--- src/otl_pkg.sv ---
// Package: register map, field layout and timing constants for the overtemp limit block.
// Assumes a 125 MHz mclk and an Avalon-MM slave with 32-bit data, byte addresses.
package otl_pkg;
	// Register indices as printed; byte address is four times the index
	localparam logic [7:0] IDX_LIMIT = 8'h7a;
	localparam logic [7:0] IDX_PULSE = 8'h7b;
	localparam logic [7:0] IDX_ISTAT = 8'h42;
	localparam logic [7:0] IDX_TIMER = 8'h79;
	localparam logic [7:0] IDX_IEN = 8'h80;
	localparam logic [7:0] IDX_ICLR = 8'h81;
	localparam logic [7:0] IDX_CFG = 8'h82;
	localparam int ADDR_W = 10;
	// Reset values
	localparam logic [7:0] LIMIT_RST = 8'h00;
	localparam logic [7:0] PULSE_RST = 8'h55;
	localparam logic [1:0] PULSE_CODE_RST = 2'h1;
	// Status and config bit positions, field sizes
	localparam int ST_TIMER_BIT = 5;
	localparam int ST_ASSERT_BIT = 0;
	localparam int CFG_SHARED_BIT = 0;
	localparam int CFG_MASK_BIT = 1;
	localparam int PULSE_FIELD_W = 2;
	localparam int N_CHAN = 4;
	// Timing: one timer step in microseconds
	localparam int CLK_MHZ = 125;
	localparam int STEP_US = 22760;
	localparam int STEP_CYCLES = STEP_US * CLK_MHZ;
	localparam logic [7:0] TIMER_MAX = 8'hff;
	localparam logic [7:0] TIMER_TWO = 8'h02;

	typedef struct packed {
		logic read;
		logic write;
		logic [ADDR_W-1:0] address;
		logic [31:0] writedata;
	} otl_req_s;
endpackage : otl_pkg

--- src/otl_step_div.sv ---
// Step divider: emits a one-cycle enable every step period while running.
// Assumes the caller restarts it at the start of each assertion.
`timescale 1ns/1ps
`default_nettype none
module otl_step_div #(
	parameter int unsigned PERIOD = 2845000
) (
	// Clock and reset
	input wire logic mclk,
	input wire logic rst,
	// Control
	input wire logic run,
	output logic tick
);
	logic [31:0] cnt_q;

	always_ff @(posedge mclk) begin
		if (rst || !run) begin
			cnt_q <= 32'h0;
			tick <= 1'b0;
		end else if (cnt_q == 32'(PERIOD - 1)) begin
			cnt_q <= 32'h0;
			tick <= 1'b1;
		end else begin
			cnt_q <= cnt_q + 32'h1;
			tick <= 1'b0;
		end
	end
endmodule : otl_step_div
`default_nettype wire

--- src/otl_top.sv ---
// Overtemp assertion timer with duration limit, and fan pulse-count configuration.
// Assumes overtemp_pin is asynchronous, active high; Avalon-MM master on mclk.
// Contract
// Software-writable limit on how long the overtemp input may stay asserted.
// Limit is 8 bits, step 22.76 ms, spanning 45.52 ms to 5.82 s. A limit of 0xff never fires here, since the count saturates at 0xff.
// Timer beyond limit sets bit 5 of interrupt status register 0x42.
// Limit of zero raises the event as soon as input asserts.
// Channel 1 pulse-count field, codes 00..11 count 1..4, resets to 01.
// Channel 2 has own pulse-count field, same codes, resets to 01.
// Channel 3 has own pulse-count field, same codes, resets to 01.
// Channel 4 has own pulse-count field, same codes, resets to 01.
// Software may step pulse count to find pulses per revolution.
// Device times assertion; upper seven bits zero until 45.52 ms; 22.76 ms steps.
// In shared mode the fan-4 mask bit gates the timer event alert.
// Pulse fields packed two bits each, channel 1 at 1:0 to 7:6.
`timescale 1ns/1ps
`default_nettype none
module otl_top #(
	parameter int unsigned STEP_CYCLES = otl_pkg::STEP_CYCLES
) (
	// Clock and reset
	input wire logic mclk,
	input wire logic rst,
	// Avalon-MM slave
	input wire logic [otl_pkg::ADDR_W-1:0] address,
	input wire logic read,
	input wire logic write,
	input wire logic [31:0] writedata,
	output logic [31:0] readdata,
	output logic waitrequest,
	// Overtemp input
	input wire logic overtemp_pin,
	// Pulse-count selections to tach logic
	output logic [1:0] chan1_pulse_count,
	output logic [1:0] chan2_pulse_count,
	output logic [1:0] chan3_pulse_count,
	output logic [1:0] chan4_pulse_count,
	// Interrupt
	output logic irq
);
	otl_pkg::otl_req_s req;
	logic [7:0] assert_duration_limit_q;
	logic [7:0] pulse_q;
	logic [7:0] assert_duration_count_q;
	logic [7:0] istat_q;
	logic [7:0] ien_q;
	logic [1:0] cfg_q;
	logic sync1_q;
	logic sync2_q;
	logic prev_q;
	logic tick;
	logic over_q;
	logic [7:0] set_ev;
	logic [7:0] clr_ev;
	logic ack_q;
	logic [7:0] word_idx;
	logic wr_hit;

	assign req.read = read;
	assign req.write = write;
	assign req.address = address;
	assign req.writedata = writedata;
	assign word_idx = req.address[otl_pkg::ADDR_W-1:2];
	assign wr_hit = req.write && ack_q;

	// Two-flop synchroniser for the pin
	always_ff @(posedge mclk) begin
		if (rst) begin
			sync1_q <= 1'b0;
			sync2_q <= 1'b0;
			prev_q <= 1'b0;
		end else begin
			sync1_q <= overtemp_pin;
			sync2_q <= sync1_q;
			prev_q <= sync2_q;
		end
	end

	otl_step_div #(
		.PERIOD(STEP_CYCLES)
	) u_div (
		.mclk(mclk),
		.rst(rst),
		.run(sync2_q),
		.tick(tick)
	);

	// Assertion timer restarts on each new assertion, holds after release
	always_ff @(posedge mclk) begin
		if (rst) begin
			assert_duration_count_q <= 8'h00;
		end else if (sync2_q && !prev_q) begin
			assert_duration_count_q <= 8'h00;
		end else if (tick && assert_duration_count_q != otl_pkg::TIMER_MAX) begin
			assert_duration_count_q <= assert_duration_count_q + 8'h01;
		end
	end

	// Upper bits read zero below two steps, where bit 0 flags assertion; from two steps on the count reads as is
	function automatic logic [7:0] timer_view(input logic [7:0] t, input logic asrt);
		logic [7:0] v;
		v = 8'h00;
		if (t >= otl_pkg::TIMER_TWO) begin
			v = t;
		end else begin
			v[otl_pkg::ST_ASSERT_BIT] = asrt;
		end
		return v;
	endfunction : timer_view

	// Limit compare; zero limit fires on assertion alone
	always_ff @(posedge mclk) begin
		if (rst) begin
			over_q <= 1'b0;
		end else if (!sync2_q) begin
			over_q <= 1'b0;
		end else if (assert_duration_limit_q == otl_pkg::LIMIT_RST) begin
			over_q <= 1'b1;
		end else begin
			// First cycle of a new assertion still sees the old, held count
			over_q <= prev_q && (assert_duration_count_q > assert_duration_limit_q);
		end
	end

	always_comb begin
		set_ev = 8'h00;
		set_ev[otl_pkg::ST_TIMER_BIT] = over_q;
		clr_ev = 8'h00;
		if (wr_hit && word_idx == otl_pkg::IDX_ICLR) begin
			clr_ev = req.writedata[7:0];
		end
	end

	// Sticky status: set wins over clear
	always_ff @(posedge mclk) begin
		if (rst) begin
			istat_q <= 8'h00;
		end else begin
			istat_q <= (istat_q & ~clr_ev) | set_ev;
		end
	end

	// Writable registers
	always_ff @(posedge mclk) begin
		if (rst) begin
			assert_duration_limit_q <= otl_pkg::LIMIT_RST;
			pulse_q <= otl_pkg::PULSE_RST;
			ien_q <= 8'h00;
			cfg_q <= 2'h0;
		end else if (wr_hit) begin
			unique case (word_idx)
				otl_pkg::IDX_LIMIT: assert_duration_limit_q <= req.writedata[7:0];
				otl_pkg::IDX_PULSE: pulse_q <= req.writedata[7:0];
				otl_pkg::IDX_IEN: ien_q <= req.writedata[7:0];
				otl_pkg::IDX_CFG: cfg_q <= req.writedata[1:0];
				default: ;
			endcase
		end
	end

	// Fields packed two bits per channel
	always_ff @(posedge mclk) begin
		if (rst) begin
			chan1_pulse_count <= otl_pkg::PULSE_CODE_RST;
			chan2_pulse_count <= otl_pkg::PULSE_CODE_RST;
			chan3_pulse_count <= otl_pkg::PULSE_CODE_RST;
			chan4_pulse_count <= otl_pkg::PULSE_CODE_RST;
		end else begin
			chan1_pulse_count <= pulse_q[1:0];
			chan2_pulse_count <= pulse_q[3:2];
			chan3_pulse_count <= pulse_q[5:4];
			chan4_pulse_count <= pulse_q[7:6];
		end
	end

	// Interrupt: shared mode lets the fan-4 mask bit also gate the timer event
	always_ff @(posedge mclk) begin
		if (rst) begin
			irq <= 1'b0;
		end else begin
			irq <= |(istat_q & ien_q) &&
				!(cfg_q[otl_pkg::CFG_SHARED_BIT] && cfg_q[otl_pkg::CFG_MASK_BIT] &&
				!(|(istat_q & ien_q & ~(8'h01 << otl_pkg::ST_TIMER_BIT))));
		end
	end

	// One-wait-state slave: accept on second cycle of the request
	always_ff @(posedge mclk) begin
		if (rst) begin
			ack_q <= 1'b0;
			readdata <= 32'h0;
		end else begin
			ack_q <= (req.read || req.write) && !ack_q;
			if (req.read && !ack_q) begin
				unique case (word_idx)
					otl_pkg::IDX_LIMIT: readdata <= {24'h0, assert_duration_limit_q};
					otl_pkg::IDX_PULSE: readdata <= {24'h0, pulse_q};
					otl_pkg::IDX_ISTAT: readdata <= {24'h0, istat_q};
					otl_pkg::IDX_TIMER: readdata <= {24'h0,
						timer_view(assert_duration_count_q, sync2_q)};
					otl_pkg::IDX_IEN: readdata <= {24'h0, ien_q};
					otl_pkg::IDX_CFG: readdata <= {30'h0, cfg_q};
					default: readdata <= 32'h0;
				endcase
			end
		end
	end

	always_ff @(posedge mclk) begin
		if (rst) begin
			waitrequest <= 1'b1;
		end else begin
			waitrequest <= !((req.read || req.write) && !ack_q);
		end
	end
endmodule : otl_top
`default_nettype wire

--- config.mk ---
export PLATFORM = sky130hd
export DESIGN_NAME = otl_top
export DESIGN_NICKNAME = d
export VERILOG_FILES = /design/src/otl_pkg.sv /design/src/otl_step_div.sv /design/src/otl_top.sv
export SDC_FILE = /design/constraint.sdc
export NUM_CORES = 1
export LEC_CHECK = 0
export ABC_AREA = 1
export ABC_CLOCK_PERIOD_IN_PS = 4200
export BUFFER_PORTS_ARGS = -buffer_cell sky130_fd_sc_hd__buf_2
export CORE_MARGIN = 5
export CORE_UTILIZATION = 60
export CTS_CLUSTER_DIAMETER = 150
export DETAILED_ROUTE_END_ITERATION = 10
export PLACE_DENSITY = 0.85
export SYNTH_ARGS = -nofsm -noshare
export SYNTH_HDL_FRONTEND = slang
export SYNTH_SLANG_ARGS = --single-unit
--- constraint.sdc ---
create_clock -name mclk -period 4.2 [get_ports mclk]
set_clock_uncertainty 0.1 [all_clocks]
set_input_delay 0.21 -clock mclk [delete_from_list [all_inputs] [get_ports mclk]]
set_output_delay 0.21 -clock mclk [all_outputs]
set_load 0.01 [all_outputs]
==> results.json <==
{
  "grt_overflow": 0,
  "setup_viol": 0,
  "rsz0062_at_grt": "false",
  "slew_viol_final": 0,
  "antenna_found_initial": 0,
  "viasPerCell": 5.44,
  "mostFrequentLayoutCells": "127 x nand2_1, 98 x dfxtp_1, 89 x inv_1",
  "route.detailed.drc": 0,
  "end_kind": "flip-flop",
  "initial_core_util_pct": 61.3,
  "netlist_area_sq_um": 5010,
  "die_y_um": 101,
  "power.total_mw": 1.63,
  "area.growth.synth_to_final_pct": 7.32,
  "final_common_cell": "nand2_1",
  "critPathSlowestCell": "nand2_2",
  "post-cts-setup-buffers": 0,
  "r2r-start": "u_div.cnt_q[0]",
  "clock_path_buffers": 2,
  "avgRoutedWirePerCell_um": 14.0,
  "start_kind": "flip-flop",
  "slew_headroom_pct": 38.2,
  "fin_crit_sh_pct": 50.5,
  "cts_tree": "done",
  "crit_buf_inv": 1,
  "clk_latency_ns": 0.37,
  "worst_pin_slew_ns": 0.926,
  "synth_top_flop_cell": "dfxtp_1",
  "grt_use_total_pct": 23.4,
  "power_density_nw_per_um2": 304,
  "drt-initial-drc-count": 248,
  "hpwl_mm": 8.98,
  "p_leak_nw": 2.19,
  "fin_ws_ns": 2.08,
  "timing.fmax_mhz": 471,
  "num_antenna_cells": 0,
  "status": "finished clean",
  "rows": 33,
  "synthCells": 694,
  "num_vias": 4573,
  "max_stage_delay_ns": 0.49,
  "hold_violations": 0,
  "cp_max_fo": 32,
  "met2_usage_pct": 41.8,
  "cts_max_level": 3,
  "cp_data_required_time_ns": 4.33,
  "critPathCapture": "u_div.cnt_q[12]",
  "cp.depth": 8,
  "yosysSeqAreaShare_pct": 39.2,
  "drt_wl_total_mm": 11.8,
  "drt.antenna.violating_nets": 0,
  "grt_max_degree": 37,
  "met1_usage_pct": 27.8,
  "path_clk_slew_ns": 0.10,
  "gr-usage-met3_pct": 3.24,
  "cts_buffers": 9,
  "synth_edf_count": 0,
  "yosysWarningCount": 0,
  "synth.top_cells.by_area": "dfxtp_1 39%, nand2_1 9.5%, inv_1 6.7%",
  "fin_area_sq_um": 5380,
  "hold_path_class": "input port to flip-flop",
  "gp_congestion": 0.962,
  "placed_area_sq_um": 5160,
  "die_w_um": 101,
  "setup_tns_ns": 0,
  "port_buffers": 38,
  "worstRegToRegCells": 8,
  "stdcell_count": 841,
  "r2r_slack_ns": 2.08,
  "vdd_ir_drop_max_mv": 0.194,
  "drive_gt1_share_pct": 12.6,
  "grt_pass1_wl_mm": 19.4,
  "cts_resized": 0,
  "ys_async_sr_fraction_pct": 0,
  "grt_pass1_vias": 4326,
  "drtPass1Iterations": 7,
  "dieArea_sq_um": 10300,
  "ys_types": 42,
  "yosysTopAreaCell": "dfxtp_1",
  "layout.nets": 789,
  "worstPathCellList": "ha_1 -> inv_1 -> nor3_1 -> nand4_1 -> nor2_1 -> nand2_1 -> nand2_2 -> nor2_1",
  "critical_path_class": "flip-flop to flip-flop",
  "cts.sinks": 98,
  "crit_arrival_ns": 2.25,
  "crit_family": "simple AND/OR/NAND/NOR gates",
  "grt.busiest_layer": "met2",
  "cp_common_cell": "nor2_1",
  "cap_violations": 0,
  "core_sq_um": 8180,
  "pre_cts_ws_ns": 2.06,
  "syn_area_per_cell_sq_um": 7.22,
  "worstReg2RegEnd": "u_div.cnt_q[12]",
  "synth_seq_cells": 98,
  "crit_start": "u_div.cnt_q[0]",
  "ioPinCount": 89,
  "dp_cells": 824,
  "clockRootBuffer": "clkbuf_8",
  "fin_crit_ns": 2.12,
  "yosysTopAreaCellShare_pct": 39.2
}
[worst min-delay path by stage]
stage | cells past startpoint | slack (ns) | start | end
after CTS | 3 | 0.005 | writedata[6] | pulse_q[6]
after detailed placement | 2 | 0.30 | sync1_q | sync2_q
after global placement | 2 | 0.30 | sync1_q | sync2_q
final | 3 | 0.02 | writedata[6] | pulse_q[6]
after floorplan | 1 | 0.21 | rst | prev_q
after global routing | 3 | 0.05 | writedata[0] | pulse_q[0]
[through the flow]
step	hold WS (ns)	util, %
5_1_grt	0.0458	65.7
2_1_floorplan	0.214	-
6_report	0.0243	65.7
3_3_place_gp	0.300	63.1
3_5_place_dp	0.300	63.1
4_1_cts	0.00468	65.7
[final cells by class]
type / instances / area, sq um
Fill cell: 716 / 2800
Tap cell: 105 / 131
Timing Repair Buffer: 39 / 200
Clock buffer: 11 / 141
Sequential cell: 98 / 1960
Inverter: 93 / 349
Multi-Input combinational cell: 490 / 2530
Clock inverter: 5 / 61.3
[Yosys cell counts (5+ instances only)]
cell type / number
xor2_1: 9
dfxtp_1: 98
ha_1: 11
nor2_1: 72
nor3_1: 15
o211ai_1: 8
nand2_2: 8
nand4_1: 11
buf_4: 29
a21oi_1: 64
nand3_1: 41
nand2_1: 127
nor2_4: 9
nand3b_1: 5
inv_1: 89
o21ai_0: 46
[sequential cells by signal, summed over array words and instances, names as in the netlist]
register,flops
cfg_q,2
chan1_pulse_count,2
u_div.tick,1
irq,1
assert_duration_count_q,8
sync1_q,1
readdata,8
ack_q,1
waitrequest,1
prev_q,1
chan4_pulse_count,2
pulse_q,8
ien_q,8
chan3_pulse_count,2
sync2_q,1
over_q,1
assert_duration_limit_q,8
u_div.cnt_q,32
chan2_pulse_count,2
istat_q,8
[layer usage]
metal | wire [um] | up-vias
li1 | - | 2271
met1 | 4810 | 2078
met2 | 5770 | 183
met3 | 866 | 41
met4 | 371 | 0
met5 | 0 | -
[worst register-to-register path, delay by kind of cell (launching register included)]
family | cells | cell delay [ns]
buffers and inverters | 1 | 0.11
adder cells (fa/ha/maj) | 1 | 0.25
flip-flops | 1 | 0.37
AND/OR/NAND/NOR | 6 | 1.16
[power by group]
part | total (mW) | switching, mW | internal [mW]
clock network | 0.623 | 0.329 | 0.294
logic | 0.0754 | 0.0570 | 0.0184
registers | 0.935 | 0.00221 | 0.933
[timing repair]
action,in CTS,in global routing
hold buffers,1,0
endpoints found under the setup margin,0,0
hold endpoints to repair,1,0
[cell families (layout without fill, tap and decap cells)]
logic type      after synthesis  in the layout  synth area share, %
fa+ha+maj                    11             11                 2.75
simple gates                315            315                 30.1
compound gates              128            128                 13.8
buf+inv                     129            148                 12.0
other cells                   1             24               0.0749
flops                        98             98                 39.2
xor+xnor                     12             12                 2.10
No activity file was read; power rests on OpenSTA's default activity.
